**config.mk**
```make
export PLATFORM = sky130hd
export DESIGN_NAME = ltm_top
export DESIGN_NICKNAME = d
export VERILOG_FILES = /design/src/design/ltm_pkg.sv /design/src/design/ltm_sec_tick.sv /design/src/design/ltm_qual_timer.sv /design/src/design/ltm_top.sv
export SDC_FILE = /design/constraint.sdc
export NUM_CORES = 1
export LEC_CHECK = 0
export BUFFER_PORTS_ARGS = -buffer_cell sky130_fd_sc_hd__buf_4
export CAP_MARGIN = 40
export CORE_MARGIN = 4
export CORE_UTILIZATION = 52
export DETAILED_ROUTE_END_ITERATION = 16
export HOLD_SLACK_MARGIN = 0.12
export MAX_ROUTING_LAYER = met4
export PLACE_DENSITY = 0.75
export SLEW_MARGIN = 20
export SYNTH_ARGS = -nofsm -noshare
export SYNTH_HDL_FRONTEND = slang
export SYNTH_SLANG_ARGS = --single-unit
```
**constraint.sdc**
```tcl
create_clock -name clock -period 21.3 [get_ports clock]
set_input_delay 0 -clock clock [delete_from_list [all_inputs] [get_ports clock]]
set_output_delay 0 -clock clock [all_outputs]
set_load 0.02 [all_outputs]
```
**src/design/ltm_pkg.sv**
```systemverilog
// Shared constants for the load threshold monitor
package ltm_pkg;
   // Clock rate and seconds tick
   localparam int unsigned CLK_HZ = 25000000;
   localparam int unsigned TICK_PERIOD_S = 1;
   localparam int unsigned TICK_CYCLES = CLK_HZ * TICK_PERIOD_S;
   // Field widths
   localparam int PWR_W = 16;
   localparam int PCT_W = 8;
   localparam int SEC_W = 16;
   // Register offsets
   localparam logic [3:0] REG_CTRL = 4'h0;
   localparam logic [3:0] REG_RATED = 4'h1;
   localparam logic [3:0] REG_LOW_PCT = 4'h2;
   localparam logic [3:0] REG_LOW_DLY = 4'h3;
   localparam logic [3:0] REG_HIGH_PCT = 4'h4;
   localparam logic [3:0] REG_HIGH_DLY = 4'h5;
   localparam logic [3:0] REG_OBS_DLY = 4'h6;
   localparam logic [3:0] REG_STATUS = 4'h7;
   localparam logic [3:0] REG_INT_STAT = 4'h8;
   localparam logic [3:0] REG_INT_MASK = 4'h9;
   // Control field positions
   localparam int CTRL_MODE_BIT = 0;
   localparam int CTRL_OUT_ASSIGNED_BIT = 1;
   localparam int CTRL_EN_ASSIGNED_BIT = 2;
   // Interrupt status bits
   localparam int IRQ_ASSERT_BIT = 0;
   localparam int IRQ_DEASSERT_BIT = 1;
   localparam int IRQ_W = 2;
   // Reset values
   localparam logic [2:0] CTRL_RST = 3'h0;
   localparam logic [PWR_W-1:0] RATED_RST = 16'h0064;
   localparam logic [PCT_W-1:0] PCT_RST = 8'h00;
   localparam logic [SEC_W-1:0] DLY_RST = 16'h0000;
   localparam logic [IRQ_W-1:0] IRQ_RST = 2'h0;
   localparam logic PCT_SCALE = 1'b1;
   localparam logic [6:0] PCT_FULL = 7'h64;
   // Monitor states
   typedef enum logic [1:0] {LTM_OFF, LTM_OBSERVE, LTM_RUN} ltm_state_e;
endpackage

```
**src/design/ltm_sec_tick.sv**
```systemverilog
// Divider producing a one-cycle pulse once per second
`timescale 1ns/10ps
module ltm_sec_tick #(
   parameter int unsigned DIV = ltm_pkg::TICK_CYCLES
) (
   // Clock and reset
   input wire logic clock,
   input wire logic srst,
   // Seconds enable
   output logic tick
);
   logic [31:0] cnt_r;
   logic [31:0] cnt_nxt;
   wire logic wrap = (cnt_r == 32'(DIV - 1));
   assign cnt_nxt = wrap ? 32'h0 : cnt_r + 32'h1;
   always_ff @(posedge clock) begin
      if (srst) begin
         cnt_r <= 32'h0;
         tick <= 1'b0;
      end else begin
         cnt_r <= cnt_nxt;
         tick <= wrap;
      end
   end
endmodule

```
**src/design/ltm_qual_timer.sv**
```systemverilog
// Seconds qualification timer: done after a condition holds for a set time
`timescale 1ns/10ps
module ltm_qual_timer (
   // Clock and reset
   input wire logic clock,
   input wire logic srst,
   // Control
   input wire logic tick,
   input wire logic cond,
   input wire logic [ltm_pkg::SEC_W-1:0] delay_s,
   // Result
   output logic done
);
   logic [ltm_pkg::SEC_W-1:0] cnt_r;
   logic [ltm_pkg::SEC_W-1:0] cnt_nxt;
   wire logic reached = (cnt_r >= delay_s);
   always_comb begin
      cnt_nxt = cnt_r;
      if (!cond)
         cnt_nxt = '0;
      else if (tick && !reached)
         cnt_nxt = cnt_r + 1'b1;
   end
   // Done only while the condition still holds; a dropout restarts the count
   assign done = cond && reached;
   always_ff @(posedge clock) begin
      if (srst)
         cnt_r <= '0;
      else
         cnt_r <= cnt_nxt;
   end
endmodule

```
**src/design/ltm_top.sv**
```systemverilog
// Load threshold monitor: hysteresis on delivered power, drives one output
// How it works
// One mode bit: zero watches low power, one watches high power.
// Reset gives low-power mode and zero thresholds, so monitoring is off.
// Without an assigned output the monitor does nothing at all.
// With an enable input assigned, monitoring runs only while it is active.
// While disabled the output is held inactive whatever the power.
// After enable rises the output rests for the observation delay in seconds.
// Thresholds are percentages of the rated engine power.
// Each threshold has its own qualification delay in seconds.
// A zero threshold or lower not below upper disables the function.
// Both thresholds compare against total delivered active power.
// Low mode: power below lower for its delay sets the output.
// Low mode: power above upper for its delay clears the output.
// High mode: power below lower for its delay clears the output.
// High mode: power above upper for its delay sets the output.
// Software should keep the high-mode lower threshold low to avoid swinging.
// A condition ending early restarts its delay, output unchanged.
// Without an enable input the function is always on, no observation delay.
// Between thresholds the output keeps its previous state.
`timescale 1ns/10ps
module ltm_top (
   // Clock and reset
   input wire logic clock,
   input wire logic srst,
   // Register port
   input wire logic [3:0] reg_addr,
   input wire logic [31:0] reg_wdata,
   input wire logic reg_wr,
   input wire logic reg_rd,
   output logic [31:0] reg_rdata,
   // Power measurement, same clock domain
   input wire logic [ltm_pkg::PWR_W-1:0] total_active_power,
   // Enable pin from outside
   input wire logic load_threshold_enable_input,
   // Output pin and interrupt
   output logic load_threshold_output_function,
   output logic irq
);
   // Configuration registers
   logic [2:0] ctrl_r;
   logic [ltm_pkg::PWR_W-1:0] rated_r;
   logic [ltm_pkg::PCT_W-1:0] low_pct_r;
   logic [ltm_pkg::PCT_W-1:0] high_pct_r;
   logic [ltm_pkg::SEC_W-1:0] low_dly_r;
   logic [ltm_pkg::SEC_W-1:0] high_dly_r;
   logic [ltm_pkg::SEC_W-1:0] obs_dly_r;
   logic [ltm_pkg::IRQ_W-1:0] int_stat_r;
   logic [ltm_pkg::IRQ_W-1:0] int_mask_r;
   logic [ltm_pkg::IRQ_W-1:0] int_stat_nxt;
   // Monitor state
   ltm_pkg::ltm_state_e state_r;
   ltm_pkg::ltm_state_e state_nxt;
   logic out_r;
   logic out_nxt;
   logic [ltm_pkg::SEC_W-1:0] obs_cnt_r;
   logic [ltm_pkg::SEC_W-1:0] obs_cnt_nxt;
   logic en_meta_r;
   logic en_sync_r;
   logic tick;
   logic low_done;
   logic high_done;

   // Threshold in watts-units: rated * pct / 100, rounded down
   function automatic logic [ltm_pkg::PWR_W-1:0] pct_of(
      input logic [ltm_pkg::PWR_W-1:0] rated,
      input logic [ltm_pkg::PCT_W-1:0] pct
   );
      logic [ltm_pkg::PWR_W+ltm_pkg::PCT_W-1:0] prod;
      logic [ltm_pkg::PWR_W+ltm_pkg::PCT_W-1:0] quo;
      prod = rated * pct;
      quo = prod / {{(ltm_pkg::PWR_W+ltm_pkg::PCT_W-7){1'b0}}, ltm_pkg::PCT_FULL};
      // Clamp above-range results rather than wrap
      pct_of = (quo[ltm_pkg::PWR_W+ltm_pkg::PCT_W-1:ltm_pkg::PWR_W] != '0)
         ? '1 : quo[ltm_pkg::PWR_W-1:0];
   endfunction

   // Two-flop synchroniser for the enable pin
   always_ff @(posedge clock) begin
      if (srst) begin
         en_meta_r <= 1'b0;
         en_sync_r <= 1'b0;
      end else begin
         en_meta_r <= load_threshold_enable_input;
         en_sync_r <= en_meta_r;
      end
   end

   // Control field decode
   // mode select
   wire logic mode_high = ctrl_r[ltm_pkg::CTRL_MODE_BIT];
   wire logic out_assigned = ctrl_r[ltm_pkg::CTRL_OUT_ASSIGNED_BIT];
   wire logic en_assigned = ctrl_r[ltm_pkg::CTRL_EN_ASSIGNED_BIT];

   // threshold sanity
   wire logic thr_valid = (low_pct_r != '0) && (high_pct_r != '0) && (low_pct_r < high_pct_r);
   // enable source
   wire logic en_active = en_assigned ? en_sync_r : 1'b1;
   // overall enable
   wire logic func_on = out_assigned && thr_valid && en_active;

   // comparisons on total delivered power
   wire logic [ltm_pkg::PWR_W-1:0] low_thr = pct_of(rated_r, low_pct_r);
   wire logic [ltm_pkg::PWR_W-1:0] high_thr = pct_of(rated_r, high_pct_r);
   wire logic below_low = (total_active_power < low_thr);
   wire logic above_high = (total_active_power > high_thr);
   wire logic running = (state_r == ltm_pkg::LTM_RUN);

   ltm_sec_tick u_tick (
      .clock(clock),
      .srst(srst),
      .tick(tick)
   );

   // separate qualification timers
   ltm_qual_timer u_low_timer (
      .clock(clock),
      .srst(srst),
      .tick(tick),
      .cond(running && below_low),
      .delay_s(low_dly_r),
      .done(low_done)
   );

   ltm_qual_timer u_high_timer (
      .clock(clock),
      .srst(srst),
      .tick(tick),
      .cond(running && above_high),
      .delay_s(high_dly_r),
      .done(high_done)
   );

   // Enable sequencing and output decision
   always_comb begin
      state_nxt = state_r;
      obs_cnt_nxt = obs_cnt_r;
      out_nxt = out_r;
      case (state_r)
         ltm_pkg::LTM_OFF: begin
            out_nxt = 1'b0;
            obs_cnt_nxt = '0;
            if (func_on) begin
               // observation only with an enable input
               state_nxt = en_assigned ? ltm_pkg::LTM_OBSERVE : ltm_pkg::LTM_RUN;
            end
         end
         ltm_pkg::LTM_OBSERVE: begin
            out_nxt = 1'b0;
            // rest through observation
            if (obs_cnt_r >= obs_dly_r)
               state_nxt = ltm_pkg::LTM_RUN;
            else if (tick)
               obs_cnt_nxt = obs_cnt_r + 1'b1;
         end
         ltm_pkg::LTM_RUN: begin
            // assert on qualified crossing
            if (mode_high ? high_done : low_done)
               out_nxt = 1'b1;
            // deassert on opposite crossing
            else if (mode_high ? low_done : high_done)
               out_nxt = 1'b0;
            // otherwise hold
         end
         default: begin
            state_nxt = ltm_pkg::LTM_OFF;
            out_nxt = 1'b0;
         end
      endcase
      // disabled forces rest
      if (!func_on) begin
         state_nxt = ltm_pkg::LTM_OFF;
         out_nxt = 1'b0;
      end
   end

   always_ff @(posedge clock) begin
      if (srst)
         state_r <= ltm_pkg::LTM_OFF;
      else
         state_r <= state_nxt;
   end

   always_ff @(posedge clock) begin
      if (srst)
         out_r <= 1'b0;
      else
         out_r <= out_nxt;
   end

   always_ff @(posedge clock) begin
      if (srst)
         obs_cnt_r <= '0;
      else
         obs_cnt_r <= obs_cnt_nxt;
   end

   assign load_threshold_output_function = out_r;

   // Register write decode
   wire logic wr_ctrl = reg_wr && (reg_addr == ltm_pkg::REG_CTRL);
   wire logic wr_rated = reg_wr && (reg_addr == ltm_pkg::REG_RATED);
   wire logic wr_low_pct = reg_wr && (reg_addr == ltm_pkg::REG_LOW_PCT);
   wire logic wr_low_dly = reg_wr && (reg_addr == ltm_pkg::REG_LOW_DLY);
   wire logic wr_high_pct = reg_wr && (reg_addr == ltm_pkg::REG_HIGH_PCT);
   wire logic wr_high_dly = reg_wr && (reg_addr == ltm_pkg::REG_HIGH_DLY);
   wire logic wr_obs = reg_wr && (reg_addr == ltm_pkg::REG_OBS_DLY);
   wire logic wr_istat = reg_wr && (reg_addr == ltm_pkg::REG_INT_STAT);
   wire logic wr_imask = reg_wr && (reg_addr == ltm_pkg::REG_INT_MASK);

   // Output edge events; set beats a same-cycle write-one clear
   wire logic [ltm_pkg::IRQ_W-1:0] ev = {out_r & ~out_nxt, ~out_r & out_nxt};
   wire logic [ltm_pkg::IRQ_W-1:0] w1c = wr_istat ? reg_wdata[ltm_pkg::IRQ_W-1:0] : '0;
   assign int_stat_nxt = (int_stat_r & ~w1c) | ev;

   // reset defaults
   always_ff @(posedge clock) begin
      if (srst)
         ctrl_r <= ltm_pkg::CTRL_RST;
      else if (wr_ctrl)
         ctrl_r <= reg_wdata[2:0];
   end

   always_ff @(posedge clock) begin
      if (srst)
         rated_r <= ltm_pkg::RATED_RST;
      else if (wr_rated)
         rated_r <= reg_wdata[ltm_pkg::PWR_W-1:0];
   end

   always_ff @(posedge clock) begin
      if (srst)
         low_pct_r <= ltm_pkg::PCT_RST;
      else if (wr_low_pct)
         low_pct_r <= reg_wdata[ltm_pkg::PCT_W-1:0];
   end

   always_ff @(posedge clock) begin
      if (srst)
         high_pct_r <= ltm_pkg::PCT_RST;
      else if (wr_high_pct)
         high_pct_r <= reg_wdata[ltm_pkg::PCT_W-1:0];
   end

   always_ff @(posedge clock) begin
      if (srst)
         low_dly_r <= ltm_pkg::DLY_RST;
      else if (wr_low_dly)
         low_dly_r <= reg_wdata[ltm_pkg::SEC_W-1:0];
   end

   always_ff @(posedge clock) begin
      if (srst)
         high_dly_r <= ltm_pkg::DLY_RST;
      else if (wr_high_dly)
         high_dly_r <= reg_wdata[ltm_pkg::SEC_W-1:0];
   end

   always_ff @(posedge clock) begin
      if (srst)
         obs_dly_r <= ltm_pkg::DLY_RST;
      else if (wr_obs)
         obs_dly_r <= reg_wdata[ltm_pkg::SEC_W-1:0];
   end

   always_ff @(posedge clock) begin
      if (srst)
         int_mask_r <= ltm_pkg::IRQ_RST;
      else if (wr_imask)
         int_mask_r <= reg_wdata[ltm_pkg::IRQ_W-1:0];
   end

   always_ff @(posedge clock) begin
      if (srst)
         int_stat_r <= ltm_pkg::IRQ_RST;
      else
         int_stat_r <= int_stat_nxt;
   end

   assign irq = |(int_stat_r & int_mask_r);

   // Read mux; unmapped addresses read zero
   logic [31:0] rd_mux;
   always_comb begin
      case (reg_addr)
         ltm_pkg::REG_CTRL: rd_mux = {29'h0, ctrl_r};
         ltm_pkg::REG_RATED: rd_mux = {16'h0, rated_r};
         ltm_pkg::REG_LOW_PCT: rd_mux = {24'h0, low_pct_r};
         ltm_pkg::REG_LOW_DLY: rd_mux = {16'h0, low_dly_r};
         ltm_pkg::REG_HIGH_PCT: rd_mux = {24'h0, high_pct_r};
         ltm_pkg::REG_HIGH_DLY: rd_mux = {16'h0, high_dly_r};
         ltm_pkg::REG_OBS_DLY: rd_mux = {16'h0, obs_dly_r};
         ltm_pkg::REG_STATUS: rd_mux = {26'h0, state_r, en_sync_r, func_on, out_r, thr_valid};
         ltm_pkg::REG_INT_STAT: rd_mux = {30'h0, int_stat_r};
         ltm_pkg::REG_INT_MASK: rd_mux = {30'h0, int_mask_r};
         default: rd_mux = 32'h0;
      endcase
   end

   // Read data valid only the cycle after the strobe
   always_ff @(posedge clock) begin
      if (srst)
         reg_rdata <= 32'h0;
      else
         reg_rdata <= reg_rd ? rd_mux : 32'h0;
   end
endmodule

```
==> run metrics, run 1 <==
utilization after layout=55.9%; worst-margin pin slew=941 ps; most area-hungry cell type in the Yosys netlist=dfxtp_1; ranking of synthesized cells by area=dfxtp_1 (14%), fa_1 (12%), ha_1 (8.2%); Worst R2R Start=rated_r[1]$_SDFFE_PP0P_; Slew HR=between 30% and 40%; synthesis-stage register bit count=between 150 and 200; hold crit path type=in2reg; CTS tree=built; Mapped Cells=between 3000 and 4000; Worst Path Required=21670 ps; unrepaired setup endpoints after global routing=false; fmax=roughly 52 MHz; Final HPWL DP=55.3 mm; Final nets=3902; yosys warns=0; Reg clk slew, reported paths=approximately 70 ps; HP Start=reg_addr[2]; I/O Pins=91; Pwr Total=0.955 mW; kind of critical path=reg2reg; core region area=0.0515 sq mm; grt ovf=0; starting density of the core=52.7%; Power Density=33.2 mW/mm^2; DRT antenna net count=0; die height=around 240 microns; Fill cells=4864; Max Cap Violations=0; slowest CP cell=dfxtp_1; GRT Util Overall=between 20% and 30%; routability cong.=0.959; Post-synth ARST share=0%; post-synth cell types=about 130; commonest cells after routing, fill and taps aside=nand2_1 (422), inv_1 (277), nor2_1 (266), a21oi_1 (226), and2_1 (192); Die W=around 240 microns; Max Root-Sink Buffers=2; CP Capture Type=flop; Root Driver=clkbuf_16; ys flop type=dfxtp_1; Multi-input gate area=0.0216 sq mm; fin. max-slew vios=0; final wirelength=just over 70 mm; largest net degree at the start of global routing=66; status=complete, no violations; # clock sinks=~190; vias in the first global route=23889; WL/cell=17.2 microns; Die Area=0.0559 sq mm; Vias/cell=6.15; Placed Cells=4130; setup tns final=0 ps; Synth top area share=13.9%; TritonRoute pass-1 iters=6; Mapped Area=0.0271 sq mm; H-tree levels=4; Setup-failing EPs final=0; min Tclk post-route=19350 ps; CP startpoint=rated_r[1]$_SDFFE_PP0P_; DRC=0; crit-path max FO=18; synthesis-to-layout area growth=6.05%; Seq/Total Area, Yosys=13.9%; Port Buffer Count=58; Leak=12.1 nW; Sequential Area=0.00378 sq mm; CP Launch Type=flop; Final Cycle Share=between 90 and 100%; layout cell share with drive strength beyond 1=7.58%; Max VDD drop=approximately 0.054 mV; TritonCTS Buffers=17; Worst Skew=11.7 ps; commonest non-fill, non-tap cell in the layout=nand2_1; total number of vias=25761; DR iter-0 viols=2204; first-pass GRT wire length=120 mm; clock latency on the worst-skew pair=430 ps; initial antenna violation count=1; Rows=83; CP Data Arrival Time=19720 ps; CP max stage delay=830 ps; post-route insts no fill=4192; Most Frequent Cell on Critical Path=a21oi_1; final hold violations=0; post-cts resize count=0; Syn Area/Cell=7.68 sq um; number of flops mapped to enable cells by yosys=0
==> cell usage after synthesis (40+ instances only) <==
master and number:
xor2_1 84, o211ai_1 40, and3_1 43, fa_1 168, nand3_1 113, nor2_1 266
nand4_1 49, xnor2_1 75, nand2_1 422, and2_1 192, a31oi_1 45, a211oi_1 43
clkbuf_1 120, a21o_1 67, mux2i_1 59, inv_1 277, nor3_1 78, dfxtp_1 189
ha_1 178, o21ai_0 93, a21oi_1 226
==> path summary, 6_finish.rpt <==
path / cells past startpoint / to / slack (ps)
setup / recovery: 72 / int_stat_r[0]$_SDFF_PP0_ / 1950
hold / removal: 5 / int_stat_r[1]$_SDFF_PP0_ / 200
setup reg to reg: 72 / int_stat_r[0]$_SDFF_PP0_ / 1950
hold reg to reg: 2 / obs_dly_r[7]$_SDFFE_PP0P_ / 460
==> worst max-delay path: cells and delay by family, from the launching register on <==
family / cells / cell delay [ps]
multiplexers: 2 / 760
buffers and inverters: 5 / 440
flip-flops: 1 / 830
XOR/XNOR: 1 / 350
adder cells (fa/ha/maj): 6 / 2700
AO/OA/AOI/OAI: 32 / 7860
AND/OR/NAND/NOR: 26 / 6340
==> sequential cells by signal, summed over array words and instances, names as in the netlist <==
name                            count
u_tick.tick                         1
int_stat_r                          2
int_mask_r                          2
low_dly_r                          16
load_threshold_output_function      1
u_high_timer.cnt_r                 16
high_pct_r                          8
rated_r                            16
reg_rdata                          16
high_dly_r                         16
u_low_timer.cnt_r                  16
en_meta_r                           1
obs_dly_r                          16
obs_cnt_r                          16
en_sync_r                           1
ctrl_r                              3
u_tick.cnt_r                       32
state_r                             2
low_pct_r                           8
==> per-layer routing <==
| metal | share of wire (%) | vias up | wire length (microns) | track usage [%] |
|---|---|---|---|---|
| li1 | - | 12457 | - | - |
| met1 | 46 | 12200 | 33000 | 35.8 |
| met2 | 45 | 961 | 32600 | 39.6 |
| met3 | 6.3 | 143 | 4540 | 2.71 |
| met4 | 3.0 | 0 | 2140 | 7.13 |
| met5 | 0 | - | 0 | - |
==> report_power, final <==
group	internal [mW]	leakage (nW)	switching [mW]
Sequential	0.356	1.52	0.00640
Combinational	0.0941	10.2	0.147
Clock	0.213	0.319	0.139
Total	0.663	12.1	0.292
==> cell type report <==
class | instances | share of cell area (%)
antenna | 1 | 0.00869
clock buffer | 19 | 1.54
clock inverter | 12 | 0.722
inverter | 279 | 3.64
multi-input combinational | 2898 | 74.9
sequential | 189 | 13.1
tap | 680 | 2.96
timing repair buffer | 114 | 3.12
==> through the flow <==
stage          cell area [sq um]  hold WS, ps  worst slack [ps]
6_report                   28800          203              1950
3_5_place_dp               27800          237              2370
2_1_floorplan              27200          123              4900
4_1_cts                    28700          167              2280
3_3_place_gp               27800          212              1880
5_1_grt                    28800          226               531
==> cells by family (layout without fill, tap and decap cells) <==
kind of cell               count (synthesis)  after routing  synth area share [%]
AOI/OAI and AO/OA                        930            930                  25.2
xor gates and xnor gates                 161            161                  5.25
other                                      1             17                0.0138
adders and majority gates                348            348                  20.7
DFF                                      189            189                  13.9
and+or+nand+nor                         1363           1363                  24.8
buffers and inverters                    462            424                  6.95
muxes                                     80             80                  3.10
==> timing repair <==
item,CTS,global route
endpoints found under the hold margin,90,0
setup buffers,0,0
hold buffers,21,0
No activity file was read; power rests on OpenSTA's default activity.
==> run 2: changes to the inputs <==
==> constraint.sdc (replaced) <==
create_clock -name clock -period 18.2 [get_ports clock]
set_input_delay 0 -clock clock [delete_from_list [all_inputs] [get_ports clock]]
set_output_delay 0 -clock clock [all_outputs]
set_load 0.02 [all_outputs]
==> run 2 against run 1 <==
- combinational power is 27% higher
- total power is 17% higher
- critical path depth is 1 higher
- sequential power is 16% higher
- global-route usage is 0.59 points higher
- wire length is 4.1% higher
- clock power is 10% higher
- design area is 5.1% higher
- worst setup slack worse by 1100 ps
- via count is 2.1% higher
- die area stayed put
==> run metrics, run 2 (synthesis results as in run 1) <==
status=complete, no violations (unchanged); Leak=12.7 nW (was 12.1 nW); total number of vias=26290 (was 25761); fin. max-slew vios=0 (unchanged); Power Density=36.8 mW/mm^2 (was 33.2 mW/mm^2); hold_ws=213 ps (was 203 ps); final hold violations=0 (unchanged); Max Cap Violations=0 (unchanged); WL/cell=17.5 microns (was 17.2 microns); r2r endpoint=int_stat_r[1]$_SDFF_PP0_ (was int_stat_r[0]$_SDFF_PP0_); CP Capture Type=flop (unchanged); vias in the first global route=24404 (was 23889); fmax=57.6 MHz (was 51.7 MHz); core region area=0.0515 sq mm (unchanged); number of diodes=0 (was 1); Slew HR=34.9% (was 36.8%); Final HPWL DP=56.7 mm (was 55.3 mm); DR iter-0 viols=2092 (was 2204); Die W=236 microns (unchanged); hold crit path type=in2reg (unchanged); Psw=0.349 mW (was 0.292 mW); share of power burned in registers=37.9% (was 38.0%); I/O Pins=91 (unchanged); final wirelength=75.2 mm (was 72.3 mm); initial antenna violation count=1 (unchanged); GRT Util Overall=26.2% (was 25.6%); clock latency on the worst-skew pair=430 ps (about the same); Clock Power Share=34.7% (was 36.8%); worst-margin pin slew=970 ps (was 941 ps); routability cong.=0.960 (was 0.959); first-pass GRT wire length=122 mm (was 120 mm); CP Launch Type=flop (unchanged); flip-flop count of the largest register after layout=32 (unchanged); met2 usage=41.0% (was 39.6%); TritonCTS Buffers=17 (unchanged); Largest Register=u_tick.cnt_r (unchanged); Worst Skew=11.6 ps (was 11.7 ps); H-tree levels=4 (unchanged); Net Sw Frac=31.4% (was 30.6%); hold path depth=5 (unchanged); layout cell share with drive strength beyond 1=13.5% (was 7.58%); hold endpoint=reg_rdata[1]$_SDFF_PP0_ (was int_stat_r[1]$_SDFF_PP0_); CTS tree=built (unchanged); DRT antenna net count=0 (unchanged); CP Data Arrival Time=17670 ps (was 19720 ps); r2r setup slk=830 ps (was 1950 ps); Worst Path Required=18500 ps (was 21670 ps); grt ovf=0 (unchanged); Final nets=3997 (was 3902); Reg clk slew, reported paths=70 ps (about the same); Pwr Total=1.11 mW (was 0.955 mW); HP Start=reg_addr[0] (was reg_addr[2]); Final Cycle Share=95.4% (was 90.9%); slowest CP cell=a211oi_1 (was dfxtp_1); Max VDD drop=0.0568 mV (was 0.0538 mV); TritonRoute pass-1 iters=6 (unchanged); met3 usage=2.57% (was 2.71%); Rows=83 (unchanged); Int Pwr=0.763 mW (was 0.663 mW); Setup-failing EPs final=0 (unchanged); synthesis-to-layout area growth=11.5% (was 6.05%); Port Buffer Count=58 (unchanged); min Tclk post-route=17370 ps (was 19350 ps); starting density of the core=52.7% (unchanged); Die Area=0.0559 sq mm (unchanged); Root Driver=clkbuf_16 (unchanged); Setup WS pre-CTS=186 ps (was 2370 ps); crit-path max FO=17 (was 18); worst setup margin=831 ps (was 1950 ps); commonest non-fill, non-tap cell in the layout=nand2_1 (unchanged); Max Root-Sink Buffers=2 (unchanged); CP max stage delay=640 ps (was 830 ps); utilization after layout=58.7% (was 55.9%); R2R depth=73 (was 72); DRC=0 (unchanged); die height=236 microns (unchanged); met1 Use GR=36.4% (was 35.8%); largest net degree at the start of global routing=60 (was 66); Worst R2R Start=high_pct_r[7]$_SDFFE_PP0P_ (was rated_r[1]$_SDFFE_PP0P_); Vias/cell=6.13 (was 6.15); commonest cells after routing, fill and taps aside=nand2_1 (422), inv_1 (277), nor2_1 (262), a21oi_1 (215), and2_1 (187) (was nand2_1 (422), inv_1 (277), nor2_1 (266), a21oi_1 (226), and2_1 (192)); GR peak layer=met2 (unchanged); Comb pwr share=27.4% (was 25.2%); # clock sinks=189 (unchanged); kind of critical path=reg2reg (unchanged)
-- run 2: stage by stage --
stage	TNS [ps]	cells	area (sq um)
floorplan	0	3549	27200
global placement	0	4184	28300
detailed placement	0	4194	28400
CTS	0	4247	29200
global route	-429	4286	30300
finish	0	4286	30300
-- run 2: layout make-up --
cell class | instances | area (sq um)
Multi-Input combinational cell | 2899 | 22200
Fill cell | 4672 | 21300
Sequential cell | 189 | 3840
Timing Repair Buffer | 208 | 1670
Inverter | 279 | 1050
Tap cell | 680 | 851
Clock buffer | 20 | 447
Clock inverter | 11 | 158
-- run 2: worst max-delay path by stage --
| stage | startpoint | endpoint | slack, ps | cells after the start |
|---|---|---|---|---|
| 2_1_floorplan | high_pct_r[7]$_SDFFE_PP0P_ | int_stat_r[0]$_SDFF_PP0_ | 1800 | 77 |
| 5_1_grt | high_pct_r[7]$_SDFFE_PP0P_ | int_stat_r[0]$_SDFF_PP0_ | -190 | 73 |
| 3_3_place_gp | high_pct_r[2]$_SDFFE_PP0P_ | int_stat_r[0]$_SDFF_PP0_ | 400 | 71 |
| 3_5_place_dp | rated_r[10]$_SDFFE_PP0P_ | int_stat_r[0]$_SDFF_PP0_ | 190 | 62 |
| 4_1_cts | rated_r[10]$_SDFFE_PP0P_ | int_stat_r[0]$_SDFF_PP0_ | 110 | 62 |
| 6_report | high_pct_r[7]$_SDFFE_PP0P_ | int_stat_r[1]$_SDFF_PP0_ | 830 | 73 |
-- run 2: timing repair --
action / in CTS / in global routing
hold endpoints to repair: 89 / 0
hold buffers: 22 / 0
resized for setup: 0 / 169
endpoints found under the setup margin: 0 / 35
buffers inserted: 0 / 32
-- run 2: worst max-delay path, delay by kind of cell, from the launching register on --
kind            cells  cell delay [ps]
fa+ha+maj           6             2830
buf+inv             6              810
mux                 2              610
flops               1              400
compound gates     39             8850
simple gates       20             3680
-- run 2: metal layers --
metal | wire, microns | part of all wire [%] | vias to the layer above
li1 | - | - | 12635
met1 | 33500 | 45 | 12462
met5 | 0 | 0 | -
met3 | 5070 | 6.7 | 160
met4 | 2260 | 3.0 | 0
met2 | 34300 | 46 | 1033
-- run 2: power by group through the flow --
stage	combinational, mW	clock (mW)	sequential, mW
4_1_cts	0.285	0.392	0.422
3_5_place_dp	0.280	0	0.432
3_3_place_gp	0.277	0	0.432
5_1_grt	0.335	0.406	0.422
2_1_floorplan	0.215	0	0.428
6_report	0.305	0.386	0.421
